$ cat src/trc_pkg.sv
// Shared constants and types for the tape read record control block.
package trc_pkg;

  // Clock period and the timing figures, each with its derived count.
  localparam int  CLK_NS       = 100;
  localparam int  T_GAP_US     = 80;
  localparam int  T_CHK_US     = 133;
  localparam real T_START_MS   = 1.0;
  localparam real T_RD_STOP_MS = 2.0;
  localparam real T_BK_STOP_MS = 4.5;
  localparam real T_HOLD_MS    = 200.0;
  localparam real T_FM_MS      = 40.0;
  localparam int  GAP_CYC      = (T_GAP_US * 1000 + CLK_NS - 1) / CLK_NS;
  localparam int  CHK_CYC      = (T_CHK_US * 1000 + CLK_NS - 1) / CLK_NS;
  localparam int  START_CYC    = int'($ceil(T_START_MS * 1.0e6 / CLK_NS));
  localparam int  RD_STOP_CYC  = int'($ceil(T_RD_STOP_MS * 1.0e6 / CLK_NS));
  localparam int  BK_STOP_CYC  = int'($ceil(T_BK_STOP_MS * 1.0e6 / CLK_NS));
  localparam int  HOLD_CYC     = int'($ceil(T_HOLD_MS * 1.0e6 / CLK_NS));
  localparam int  FM_CYC       = int'($ceil(T_FM_MS * 1.0e6 / CLK_NS));

  // Data path geometry.
  localparam int  WORD_W       = 48;
  localparam int  CHAR_W       = 6;
  localparam int  FIFO_DEPTH   = 8;
  localparam int  CNT_W        = 21;
  localparam int  GAP_W        = 11;

  // File mark character and the word loaded for its write.
  localparam logic [5:0]  FM_CHAR = 6'h0f;
  localparam logic [47:0] FM_WORD = 48'h00000000000f;

  // Sense codes presented with a sense query.
  localparam logic [2:0] SNS_READY = 3'h0;
  localparam logic [2:0] SNS_PAR   = 3'h2;
  localparam logic [2:0] SNS_LEN   = 3'h4;
  localparam logic [2:0] SNS_EOF   = 3'h6;

  // Channel numbers.
  localparam int CH_IN  = 0;
  localparam int CH_OUT = 1;

  // Per channel sequencer states.
  typedef enum logic [2:0] {
    TRC_IDLE    = 3'b000,
    TRC_START   = 3'b001,
    TRC_RUN     = 3'b010,
    TRC_STOP    = 3'b011,
    TRC_HOLD    = 3'b100,
    TRC_FMSTART = 3'b101,
    TRC_FMCHAR  = 3'b110,
    TRC_FMGAP   = 3'b111
  } trc_st_t;

  // Character stream toward the tape write path.
  typedef struct packed {
    logic       valid;
    logic [5:0] data;
  } trc_char_t;

endpackage : trc_pkg

$ cat src/trc_top.sv
// Word FIFO and the read record, file mark and backspace sequencer.
`timescale 1ns/100ps

////////////////////////////////////////////////////////////////////////////////
// Synchronous word FIFO with valid and ready on both sides.
module trc_fifo #(
  parameter int W = 48,
  parameter int D = 8
) (
  input  wire logic         clk,
  input  wire logic         reset,
  input  wire logic         s_valid,
  output logic              s_ready,
  input  wire logic [W-1:0] s_data,
  output logic              m_valid,
  input  wire logic         m_ready,
  output logic [W-1:0]      m_data
);
  localparam int AW = $clog2(D);
  logic [W-1:0] mem [D];
  logic [AW-1:0] wp_q, rp_q;
  logic [AW:0]   cnt_q;
  logic          wr, rd;

  // Full and empty come straight from the occupancy count.
  assign s_ready = (cnt_q != (AW+1)'(D));
  assign m_valid = (cnt_q != '0);
  assign m_data  = mem[rp_q];
  assign wr      = s_valid & s_ready;
  assign rd      = m_valid & m_ready;

  // Pointers wrap by explicit compare so a depth that is no power of two works.
  always_ff @(posedge clk or posedge reset) begin
    if (reset) begin
      wp_q  <= '0;
      rp_q  <= '0;
      cnt_q <= '0;
    end else begin
      if (wr) begin
        wp_q <= (wp_q == AW'(D-1)) ? '0 : wp_q + 1'b1;
      end
      if (rd) begin
        rp_q <= (rp_q == AW'(D-1)) ? '0 : rp_q + 1'b1;
      end
      cnt_q <= cnt_q + (AW+1)'(wr) - (AW+1)'(rd);
    end
  end

  // Storage needs no reset; it is only read while the count says valid.
  always_ff @(posedge clk) begin
    if (wr) begin
      mem[wp_q] <= s_data;
    end
  end
endmodule // trc_fifo

////////////////////////////////////////////////////////////////////////////////
module trc_top #(
  parameter int START_CYC   = trc_pkg::START_CYC,
  parameter int RD_STOP_CYC = trc_pkg::RD_STOP_CYC,
  parameter int BK_STOP_CYC = trc_pkg::BK_STOP_CYC,
  parameter int HOLD_CYC    = trc_pkg::HOLD_CYC,
  parameter int FM_CYC      = trc_pkg::FM_CYC
) (
  input  wire logic        clk,
  input  wire logic        reset,
  input  wire logic        read_sel,
  input  wire logic [1:0]  bksp_sel,
  input  wire logic        fmark_sel,
  input  wire logic [1:0]  intr_sel,
  input  wire logic        rd_char_valid,
  input  wire logic [5:0]  char_register,
  input  wire logic        reply_char_valid,
  input  wire logic [1:0]  parity_err,
  input  wire logic        eof_detect,
  input  wire logic        eot_detect,
  input  wire logic        data_resume,
  input  wire logic        in_buf_active,
  input  wire logic [1:0]  sense_req,
  input  wire logic [2:0]  sense_code,
  output logic [47:0]      input_word_buffer,
  output logic             data_ready,
  output logic             sense_resp,
  output logic [1:0]       tape_motion,
  output logic [1:0]       tape_reverse,
  output logic [1:0]       chan_busy,
  output logic [1:0]       intr_out,
  output logic             write_current_en,
  output trc_pkg::trc_char_t wr_char,
  output logic             syn_buf_active,
  output logic             syn_out_ready
);
  import trc_pkg::*;

  // All state of the block apart from the word FIFO in one record.
  typedef struct packed {
    trc_st_t [1:0]         st;
    logic [1:0][CNT_W-1:0] cnt;
    logic [1:0][GAP_W-1:0] gap;
    logic [1:0][1:0]       nch;
    logic [1:0]            eor;
    logic [1:0]            bksp;
    logic [1:0]            ien;
    logic [1:0]            irq;
    logic [1:0]            len;
    logic [1:0]            par;
    logic [1:0]            busy;
    logic [1:0]            srq_m;
    logic [1:0]            srq;
    logic [1:0]            srq_p;
    logic                  rd_op;
    logic [2:0]            pos;
    logic                  full;
    logic [47:0]           asm;
    logic                  pend;
    logic [5:0]            chr;
    logic                  flush;
    logic                  eof;
    logic                  eot;
    logic                  rdy;
    logic [47:0]           ibuf;
    logic                  res_m;
    logic                  res;
    logic                  res_p;
    logic                  act_m;
    logic                  act;
    logic                  fm;
    logic [2:0]            slot;
    logic [47:0]           oword;
    trc_char_t             wch;
  } trc_state_t;

  trc_state_t  s_q, s_d;
  logic        f_in_v, f_in_rdy, f_out_v, f_out_rdy;
  logic [47:0] f_in_d, f_out_d;
  logic [1:0]  cv_ch;

  // Words pass through an eight deep FIFO between assembly and the buffer.
  trc_fifo #(.W(WORD_W), .D(FIFO_DEPTH)) u_fifo (
    .clk     (clk),
    .reset   (reset),
    .s_valid (f_in_v),
    .s_ready (f_in_rdy),
    .s_data  (f_in_d),
    .m_valid (f_out_v),
    .m_ready (f_out_rdy),
    .m_data  (f_out_d)
  );

  assign f_out_rdy = ~s_q.rdy;
  assign cv_ch     = {reply_char_valid, rd_char_valid};

  ////////////////////////////////////////////////////////////////////////////
  // Next state of the whole block.
  always_comb begin
    logic       cv;
    logic [5:0] cd;
    logic       go;
    cv     = 1'b0;
    cd     = '0;
    go     = 1'b0;
    s_d    = s_q;
    f_in_v = 1'b0;
    f_in_d = s_q.asm;
    s_d.wch = '0;

    // Sense, resume and buffer-active pins pass two flops; sense and resume add a third so their edges are seen.
    s_d.srq_m = sense_req;
    s_d.srq   = s_q.srq_m;
    s_d.srq_p = s_q.srq;
    s_d.res_m = data_resume;
    s_d.res   = s_q.res_m;
    s_d.res_p = s_q.res;
    s_d.act_m = in_buf_active;
    s_d.act   = s_q.act_m;

    // Each channel runs its own sequencer so reads and writes never wait.
    for (int c = 0; c < 2; c++) begin
      s_d.busy[c] = (s_q.st[c] != TRC_IDLE);
      // Interrupt fires when busy drops; the host arms it while busy.
      if (s_q.busy[c] && s_q.st[c] == TRC_IDLE && s_q.ien[c]) begin
        s_d.irq[c] = 1'b1;
        s_d.ien[c] = 1'b0;
      end else if (s_q.srq[c] && !s_q.srq_p[c] &&
                   sense_code == SNS_READY) begin
        s_d.irq[c] = 1'b0;
      end
      // An arm in the cycle of a firing wins, so it is never lost.
      if (intr_sel[c]) begin
        s_d.ien[c] = 1'b1;
      end
      if (s_q.st[c] != TRC_IDLE && parity_err[c]) begin
        s_d.par[c] = 1'b1;
      end
      case (s_q.st[c])
        TRC_IDLE: begin
          go = bksp_sel[c] | ((c == CH_IN) ? read_sel : fmark_sel);
          if (go) begin
            // A new operation wipes the conditions of the previous one.
            s_d.len[c]  = 1'b0;
            s_d.par[c]  = 1'b0;
            s_d.eor[c]  = 1'b0;
            s_d.bksp[c] = bksp_sel[c];
            s_d.cnt[c]  = CNT_W'(START_CYC);
            s_d.st[c]   = TRC_START;
            if (c == CH_IN) begin
              s_d.rd_op = ~bksp_sel[c];
              s_d.eof   = 1'b0;
              s_d.pos   = '0;
              s_d.full  = 1'b0;
              s_d.asm   = '0;
            end else begin
              s_d.eot = 1'b0;
            end
            if (c == CH_OUT && !bksp_sel[c]) begin
              s_d.fm    = 1'b1;
              s_d.oword = FM_WORD;
              s_d.cnt[c] = CNT_W'(FM_CYC);
              s_d.st[c] = TRC_FMSTART;
            end
          end
        end
        TRC_START: begin
          s_d.cnt[c] = s_q.cnt[c] - 1'b1;
          if (s_q.cnt[c] == '0) begin
            s_d.nch[c] = '0;
            s_d.gap[c] = GAP_W'(GAP_CYC);
            s_d.st[c]  = TRC_RUN;
          end
        end
        TRC_RUN: begin
          // The gap timer restarts on every character once two are seen.
          if (cv_ch[c]) begin
            s_d.gap[c] = GAP_W'(GAP_CYC);
            if (s_q.nch[c] != 2'd2) begin
              s_d.nch[c] = s_q.nch[c] + 1'b1;
            end
          end else if (s_q.nch[c] == 2'd2) begin
            s_d.gap[c] = s_q.gap[c] - 1'b1;
            if (s_q.gap[c] == '0) begin
              s_d.eor[c] = 1'b1;
              s_d.st[c]  = TRC_STOP;
              s_d.cnt[c] = (c == CH_IN) ? CNT_W'(RD_STOP_CYC)
                                        : CNT_W'(BK_STOP_CYC);
              if (c == CH_IN) begin
                s_d.flush = s_q.rd_op;
                if (s_q.pos != '0 || (s_q.rd_op && !s_q.act)) begin
                  s_d.len[c] = 1'b1;
                end
              end
            end
          end
        end
        TRC_STOP: begin
          s_d.cnt[c] = s_q.cnt[c] - 1'b1;
          if (s_q.cnt[c] == '0) begin
            s_d.cnt[c] = CNT_W'(HOLD_CYC);
            s_d.st[c]  = (c == CH_IN) ? TRC_HOLD : TRC_IDLE;
          end
        end
        TRC_HOLD: begin
          // Tape is stopped; read control stays up for the settle time.
          s_d.cnt[c] = s_q.cnt[c] - 1'b1;
          if (s_q.cnt[c] == '0) begin
            s_d.st[c] = TRC_IDLE;
            s_d.rd_op = 1'b0;
            if (s_q.rd_op && s_q.act) begin
              s_d.len[c] = 1'b1;
            end
          end
        end
        TRC_FMSTART: begin
          s_d.cnt[c] = s_q.cnt[c] - 1'b1;
          if (s_q.cnt[c] == '0) begin
            s_d.slot  = '0;
            s_d.st[c] = TRC_FMCHAR;
          end
        end
        TRC_FMCHAR: begin
          // Eight character slots; only the nonzero one reaches the tape.
          s_d.fm   = 1'b0;
          s_d.slot = s_q.slot + 1'b1;
          s_d.wch.data  = s_q.oword[47 - 6*s_q.slot -: 6];
          s_d.wch.valid = (s_q.oword[47 - 6*s_q.slot -: 6] != '0);
          if (s_q.slot == 3'd7) begin
            s_d.cnt[c] = CNT_W'(CHK_CYC);
            s_d.st[c]  = TRC_FMGAP;
          end
        end
        TRC_FMGAP: begin
          s_d.cnt[c] = s_q.cnt[c] - 1'b1;
          if (s_q.cnt[c] == '0) begin
            s_d.wch.valid = 1'b1;
            s_d.wch.data  = FM_CHAR;
            s_d.st[c]     = TRC_IDLE;
          end
        end
        default: begin
          s_d.st[c] = TRC_IDLE;
        end
      endcase
    end

    if (s_q.st[CH_IN] != TRC_IDLE && eof_detect) begin
      s_d.eof = 1'b1;
    end
    if (s_q.st[CH_OUT] != TRC_IDLE && eot_detect) begin
      s_d.eot = 1'b1;
    end

    // Character assembly, high position first; reading stops at record end.
    cv = s_q.pend | (s_q.st[CH_IN] == TRC_RUN && !s_q.eor[CH_IN] &&
                     rd_char_valid);
    cd = s_q.pend ? s_q.chr : char_register;
    if (cv) begin
      if (s_q.full && s_q.rd_op && !f_in_rdy) begin
        // Buffer path is full: keep the word and park the new character.
        s_d.pend = 1'b1;
        s_d.chr  = cd;
      end else begin
        f_in_v = s_q.full & s_q.rd_op;
        s_d.asm  = {s_q.asm[41:0], cd};
        s_d.pos  = s_q.pos + 1'b1;
        s_d.full = (s_q.pos == 3'd7);
        s_d.pend = 1'b0;
      end
    end else if (s_q.flush) begin
      // Final word, partial words shifted up to the high positions.
      f_in_d = s_q.full ? s_q.asm
                        : s_q.asm << (6'(CHAR_W) * (6'd8 - 6'(s_q.pos)));
      f_in_v = s_q.full | (s_q.pos != '0);
      if (f_in_rdy || !f_in_v) begin
        s_d.flush = 1'b0;
        s_d.full  = 1'b0;
        s_d.pos   = '0;
      end
    end

    // Input buffer: loaded only when cleared, emptied by resume.
    if (!s_q.rdy && f_out_v) begin
      s_d.ibuf = f_out_d;
      s_d.rdy  = 1'b1;
    end else if (s_q.rdy && s_q.res && !s_q.res_p) begin
      s_d.rdy  = 1'b0;
      s_d.ibuf = '0;
    end
  end

  ////////////////////////////////////////////////////////////////////////////
  // State register.
  always_ff @(posedge clk or posedge reset) begin
    if (reset) begin
      s_q <= '0;
    end else begin
      s_q <= s_d;
    end
  end

  ////////////////////////////////////////////////////////////////////////////
  // Outputs; the sense answer is only valid while a query is held.
  always_comb begin
    logic [1:0] cond;
    cond = '0;
    for (int c = 0; c < 2; c++) begin
      case (sense_code)
        SNS_READY: cond[c] = (s_q.st[c] == TRC_IDLE);
        SNS_PAR:   cond[c] = s_q.par[c];
        SNS_LEN:   cond[c] = s_q.len[c];
        SNS_EOF:   cond[c] = (c == CH_IN) ? s_q.eof : s_q.eot;
        default:   cond[c] = 1'b0;
      endcase
    end
    sense_resp = |(s_q.srq & cond);
  end

  // Motion runs from start through the stop delay or the file mark gap; backspace runs reversed.
  for (genvar c = 0; c < 2; c++) begin : g_ch
    assign tape_motion[c]  = (s_q.st[c] != TRC_IDLE) &&
                             (s_q.st[c] != TRC_HOLD);
    assign tape_reverse[c] = tape_motion[c] & s_q.bksp[c];
    assign chan_busy[c]    = s_q.busy[c];
    assign intr_out[c]     = s_q.irq[c];
  end

  assign input_word_buffer = s_q.ibuf;
  assign data_ready        = s_q.rdy;
  assign wr_char           = s_q.wch;
  // No write current during an output backspace.
  assign write_current_en  = ~s_q.bksp[CH_OUT] &&
                             (s_q.st[CH_OUT] == TRC_FMCHAR ||
                              s_q.st[CH_OUT] == TRC_FMGAP ||
                              s_q.wch.valid);
  assign syn_buf_active    = s_q.fm | (s_q.st[CH_OUT] == TRC_FMCHAR);
  assign syn_out_ready     = (s_q.st[CH_OUT] == TRC_FMCHAR);
endmodule // trc_top

$ cat config.mk
export PLATFORM = sky130hd
export DESIGN_NAME = trc_top
export DESIGN_NICKNAME = d
export VERILOG_FILES = /design/src/trc_pkg.sv /design/src/trc_top.sv
export SDC_FILE = /design/constraint.sdc
export NUM_CORES = 1
export LEC_CHECK = 0
export BUFFER_PORTS_ARGS = -buffer_cell sky130_fd_sc_hd__buf_2
export CORE_AREA = 2 2 192 270
export DETAILED_ROUTE_END_ITERATION = 7
export DIE_AREA = 0 0 194 272
export PLACE_DENSITY = 0.73
export SLEW_MARGIN = 20
export SYNTH_ARGS = -nofsm -noshare
export SYNTH_HDL_FRONTEND = slang
export SYNTH_SLANG_ARGS = --single-unit
$ cat constraint.sdc
create_clock -name clk -period 13.72 [get_ports clk]
set_input_delay 3.43 -clock clk [delete_from_list [all_inputs] [get_ports clk]]
set_output_delay 3.43 -clock clk [all_outputs]
set_load 0.05 [all_outputs]
==> results.yml, run 1 <==
clocking:
  h-tree-depth: 2
  ctsResizeCount: 0
  clkTransAtPathRegs_ns: 0.07
  postCtsSetupBuffers: 0
  cts_buffers: 55
  cts_tree: "yes"
  cts_sinks: 613
  cts_buffer_depth: 3
  cts_root_buffer: "clkbuf_16"
  hold_buffers: 0
  worstSkewPairLatency_ns: 0.62
worst_hold_path:
  holdCritStartpoint: "s_d[62]"
  min_path_cells: 0
  hold_class: "flop to flop"
  hold_end: "s_d[61]"
logic_synthesis:
  synth_area_leader_cell: "edfxtp_1"
  synth.area.top_cells: "edfxtp_1, dfrtp_1, mux4_2"
  synth_nets: 2263
  synth_top_area_frac: 0.399
  synth_cell_types: 85
  synthArstFlopShare: 0.374
  synth_area_mm2: 0.0289
  synthFlopType: "edfxtp_1"
  syn_inst: 2200
  ys_seq_area_frac: 0.597
  ys_ff_latch: 613
  synth_warnings: 0
  syn_avg_cell_area_um2: 13.1
  synth_edf_count: 384
setup_path:
  r2r-end: "u_fifo.mem[6][47]"
  arrival_ns: 4.52
  setup.worst_path.class: "input port to output pin"
  crit_path_start_kind: "input port"
  crit_top_cell: "buf_2"
  cp_data_required_time_ns: 10.29
  critical-path-max-stage-delay_ns: 0.49
  rr_startpoint: "s_q[172]"
  r2r_slack_ns: 8.94
  crit_chain: "buf_2 > mux4_2 > a22oi_1 > nor2_1 > buf_2"
  end_kind: "output pin"
  worst_path_max_delay_cell: "mux4_2"
  worst-path-max-fanout: 3
  r2r_cells: 10
die:
  chipHeight_um: 272
  dieWidth_um: 194
  num_io_pins: 95
  fp.coreArea_mm2: 0.0505
  dieArea_mm2: 0.0528
  initial_core_util: 0.572
  rows: 98
cells_and_area:
  nets: 2249
  layout-drive-gt1-share: 0.181
  final_cell_mix: "edfxtp_1, nand2_1, dfrtp_1, o21ai_0, nor2_1"
  fin_area_mm2: 0.0315
  final_common_cell: "edfxtp_1"
  antenna_cells: 0
  syn_to_final_growth_pct: 8.87
timing:
  finClkSkew_ns: 0.0203
  setup_tns_ns: 0
  relSlewSlack: 0.274
  setup_violations: 0
  maxSlewViolCount: 0
  fin_crit_sh: 0.580
  rsz0062_at_grt: "false"
  hold_viol: 0
  tightest_slew_ns: 1.08
  fmax_ghz: 0.126
  min_period_ns: 7.95
power:
  seqPwrFrac: 0.376
  intPower_w: 0.00378
  finalPower_w: 0.00616
  p_clk_frac: 0.261
  p_switching_w: 0.00237
  max-vdd-ir-drop_mv: 0.200
  p_leak_nw: 11.1
  swShare: 0.385
  cellPowerDensity_mw_per_mm2: 196
  power_frac_comb: 0.364
detailed_routing:
  wl_per_cell_um: 23.5
  drtIter0Drc: 1753
  dr.pass1.iters: 7
  drtAntennaViolNets: 0
  totalWireLength_um: 67800
  viasPerCell: 6.39
  drc: 0
  num_vias: 18400
placement:
  port_buffers: 94
  place_congestion: 0.949
  hpwlAfterDp_um: 42900
  placed_area_mm2: 0.0295
global_route:
  grt_antenna_before_repair: 0
  grt_pass1_wl_um: 107000
  grt_overflow_total: 0
  grt_pass1_vias: 18700
  grt_usage: 0.258
  grt_max_degree: 84
run:
  cap_violations: 0
outcome:
  status: "complete, no violations"
through the flow:
step / hold slack [ns] / worst slack [ns] / util / cells
2_1_floorplan: 0.331 / 3.92 / - / 2200
3_3_place_gp: 0.335 / 5.76 / 0.585 / 2778
3_5_place_dp: 0.335 / 5.77 / 0.585 / 2778
4_1_cts: 0.350 / 5.76 / 0.623 / 2882
5_1_grt: 0.360 / 5.67 / 0.623 / 2883
6_report: 0.349 / 5.77 / 0.623 / 2883
state kept, by name, summed over array words and instances (netlist names):
name and cells:
u_fifo.cnt_q 4, wr_char 4, chan_busy 2, intr_out 2
u_fifo.rp_q 3, data_ready 1, u_fifo.wp_q 3, s_q 155
u_fifo.mem 384, s_d 7, input_word_buffer 48
cells by family (layout without fill, tap and decap cells):
logic type / after synthesis / after routing / synth area share
compound gates: 411 / 411 / 0.0973
xor+xnor: 8 / 8 / 0.00242
fa+ha+maj: 36 / 36 / 0.0164
buf+inv: 251 / 284 / 0.0417
flops: 613 / 613 / 0.597
mux: 255 / 255 / 0.142
simple gates: 626 / 626 / 0.103
worst max-delay path: cells and delay by family:
family | cells | cell delay [ns]
multiplexers | 1 | 0.49
buffers and inverters | 2 | 0.33
AO/OA/AOI/OAI | 1 | 0.21
AND/OR/NAND/NOR | 1 | 0.06
Yosys cell counts (9+ instances only):
cell type	count
edfxtp_1	384
nand2_1	256
dfrtp_1	229
o21ai_0	131
nor2_1	123
mux4_2	121
mux2i_1	107
clkbuf_1	90
nand3_1	73
buf_4	64
inv_1	59
a21oi_1	46
nor3_1	36
a22o_1	33
ha_1	33
mux2_2	26
o31ai_1	25
buf_2	20
a21o_1	17
nor4_1	17
buf_1	16
and2_1	15
nand2b_1	15
a31oi_1	14
a221oi_1	13
o22ai_1	13
nor2b_1	12
o211ai_1	12
or3_1	11
and3_1	10
a22oi_1	9
o21a_1	9
o221ai_1	9
cell type report:
type	instances	area (µm²)
fill	3776	19000
sequential	613	17300
timing repair buffer	119	682
clock inverter	33	400
inverter	61	236
multi-input combinational	1336	10600
tap	650	813
clock buffer	71	1520
routing by layer:
layer,GRT usage,wire (µm),vias to the layer above
met1,0.324,26500,9339
met4,0.109,2920,0
li1,-,-,8284
met5,0,0,-
met3,0.0328,3480,163
met2,0.452,34800,650
worst max path at each step:
stage | startpoint | endpoint | slack, ns | cells after the start
floorplan | rd_char_valid | u_fifo.mem[2][0] | 3.92 | 6
global placement | sense_code[1] | sense_resp | 5.76 | 5
detailed placement | sense_code[1] | sense_resp | 5.77 | 5
CTS | sense_code[1] | sense_resp | 5.76 | 5
global route | sense_code[1] | sense_resp | 5.67 | 5
finish | sense_code[1] | sense_resp | 5.77 | 5
power groups by stage:
stage / Combinational, W / Sequential (W) / Clock [W]
global placement: 0.00220 / 0.00234 / 0
global route: 0.00240 / 0.00234 / 0.00170
finish: 0.00224 / 0.00231 / 0.00160
floorplan: 0.00180 / 0.00225 / 0
CTS: 0.00223 / 0.00231 / 0.00163
detailed placement: 0.00222 / 0.00235 / 0
Note: power is estimated with default switching activity, not from simulation.
==> inputs of run 2 (changes only) <==
- ABC_AREA: default -> 1
- CORE_AREA: 2 2 192 270 -> 2 2 193 271
- DIE_AREA: 0 0 194 272 -> 0 0 195 273
- clock period: 13.72 -> 7.5 ns (I/O delays scaled with it)
==> run 2 against run 1 <==
Compared with the run above: flip-flop and latch count did not move; register-to-register slack got worse by 6.1 ns; core utilization barely moved; synthesized cell count rose by 39%; cell area rose by 0.48%; non-clock buffer count rose by 4; global-route usage rose by 2.1 points; wire length rose by 9.2%; via count rose by 21%.
==> results.yml, run 2 <==
outcome:
  status: "complete, no violations"
die:
  initial_core_util: 0.576
  rows: 98
  num_io_pins: 95
  dieWidth_um: 195
  fp.coreArea_mm2: 0.0508
  dieArea_mm2: 0.0532
  chipHeight_um: 273
logic_synthesis:
  yosysMostFrequentCell: "nand2_1"
  ys_ff_latch: 613
  synth_nets: 3118
  synth_top_family_by_area: "simple AND/OR/NAND/NOR gates"
  synth_top_area_frac: 0.394
  synthFlopType: "edfxtp_1"
  synth_area_mm2: 0.0292
  synth_edf_count: 384
  synth_commonest_cells: "nand2_1, o21ai_0, edfxtp_1"
  synth_warnings: 0
  synth.area.top_cells: "edfxtp_1, dfrtp_1, nand2_1"
  syn_avg_cell_area_um2: 9.57
  ys_seq_area_frac: 0.590
  synth_cell_types: 49
  synthArstFlopShare: 0.374
  syn_inst: 3055
  synthAdderAreaFrac: 0.0162
  synth_mux_area_frac: 0
  synthSimpleGateAreaFrac: 0.171
  post_synth_xor_area_fraction: 0.00809
  synth_area_leader_cell: "edfxtp_1"
  synth_compound_area_frac: 0.140
global_route:
  grt_antenna_before_repair: 1
  grt_overflow_total: 0
  grt_pass1_wl_um: 118000
  grt_pass1_vias: 21900
  grt_usage: 0.278
  grt_max_degree: 120
placement:
  port_buffers: 94
  place_congestion: 0.983
  hpwlAfterDp_um: 47500
  dp.cells: 3611
clocking:
  cts_tree: "yes"
  cts_buffers: 56
  hold_buffers: 0
  ctsResizeCount: 0
  h-tree-depth: 2
  cts_root_buffer: "clkbuf_16"
  worstSkewPairLatency_ns: 0.63
  clkTransAtPathRegs_ns: 0.06
  cts_sinks: 613
  cts_buffer_depth: 3
  postCtsSetupBuffers: 0
power:
  p_leak_nw: 12.7
  cellPowerDensity_mw_per_mm2: 393
  finalPower_w: 0.0124
  max-vdd-ir-drop_mv: 0.298
setup_path:
  crit_path_start_kind: "input port"
  cp_data_required_time_ns: 5.62
  setup.worst_path.class: "input port to output pin"
  critical-path-max-stage-delay_ns: 0.25
  cp.depth: 7
  worst_path_max_delay_cell: "buf_2"
  arrival_ns: 2.90
  r2r_cells: 11
  end_kind: "output pin"
  cp_num_buf_inv: 2
  crit_chain: "buf_2 > nor2_1 > nand2_1 > o21ai_0 > o21ai_0 > nand2_1 > buf_2"
  worst-path-max-fanout: 4
  path_delay_family: "simple AND/OR/NAND/NOR gates"
detailed_routing:
  drtAntennaViolNets: 0
  drtIter0Drc: 1980
  totalWireLength_um: 74000
  dr.pass1.iters: 6
  drc: 0
  viasPerCell: 5.98
  wl_per_cell_um: 19.9
  num_vias: 22200
timing:
  fin_crit_sh: 0.636
  tightest_slew_ns: 1.20
  fmax_ghz: 0.210
  min_period_ns: 4.77
  setup_tns_ns: 0
  rsz0062_at_grt: "false"
  maxSlewViolCount: 0
  finClkSkew_ns: 0.0234
  hold_viol: 0
  setup_violations: 0
  relSlewSlack: 0.201
cells_and_area:
  final_core_util: 0.623
  final_common_cell: "nand2_1"
  final_cell_mix: "nand2_1, o21ai_0, edfxtp_1, nor2_1, inv_1"
  layout-drive-gt1-share: 0.0903
  syn_to_final_growth_pct: 8.22
  finalNonFillerCells: 3719
  nets: 3085
  top_register: "u_fifo.mem"
  largest_reg_flops: 384
run:
  cap_violations: 0
worst_hold_path:
  min_path_cells: 0
  hold_class: "flop to flop"
[run 2: cell types whose count changed after synthesis, moves of 40 or more]
cell and change:
nand2_1 +300, nand3_1 +108, mux4_2 -121, o22ai_1 +87
o211ai_1 +40, nor2_1 +230, inv_1 +206, mux2i_1 -107
o21ai_0 +258, o221ai_1 +60
[run 2: cell families after synthesis]
kind of cell / after synthesis
buffers and inverters: 490
AND/OR/NAND/NOR: 1185
flip-flops: 613
adder cells (fa/ha/maj): 36
XOR/XNOR: 27
AO/OA/AOI/OAI: 704
[run 2: power breakdown]
| group | switching (W) | internal (W) | total (W) | leakage [nW] |
|---|---|---|---|---|
| combinational | 0.00387 | 0.00140 | 0.00527 | 5.36 |
| sequential | 0.000275 | 0.00399 | 0.00426 | 6.40 |
| clock | 0.00127 | 0.00162 | 0.00289 | 0.900 |
[run 2: worst reg2reg max path: stages, from the launching register on]
cell     delay, ns
dfrtp_2       0.35
buf_4         0.63
nor3_4        0.13
ha_1          0.39
a21oi_1       0.16
nand2_1       0.07
or2_1         0.20
nand2_1       0.71
inv_1         0.54
nor2_4        0.46
inv_2         0.24
o22ai_1       0.55
[run 2: routing by layer]
metal  wire (µm)  track usage  vias up
met2       38200        0.505      858
met1       28800        0.338    10800
li1            -            -    10400
met4        2640        0.108        2
met5           8            0        -
met3        4380       0.0363      178
[run 2: worst paths after layout]
| path | from | end | slack [ns] |
|---|---|---|---|
| min in group asynchronous | reset | s_q[215] | 1.42 |
| max | sense_code[1] | sense_resp | 2.73 |
| min reg2reg | s_d[59] | s_q[59] | 0.35 |
| max reg2reg | s_q[172] | u_fifo.mem[1][6] | 2.80 |
| max in group asynchronous | reset | s_q[119] | 4.63 |
| min | s_d[59] | s_q[59] | 0.35 |
[run 2: layout make-up]
| type | count | area [µm²] |
|---|---|---|
| diodes | 1 | 2.50 |
| clock buffers | 72 | 1530 |
| clock inverters | 32 | 342 |
| fillers | 4153 | 19100 |
| inverters | 276 | 1050 |
| multi-input cells | 1952 | 9880 |
| flip-flops and latches | 613 | 17300 |
| well taps | 650 | 813 |
| repair buffers | 123 | 753 |
[run 2: stage by stage]
stage                     setup WS [ns]  instance area (µm²)  hold WS [ns]
final                              2.73                31600         0.346
after global routing               2.44                31600         0.356
after CTS                          2.72                31600         0.349
after detailed placement           2.41                29700         0.335
after global placement             2.45                29700         0.333
after floorplan                    2.29                29200         0.331
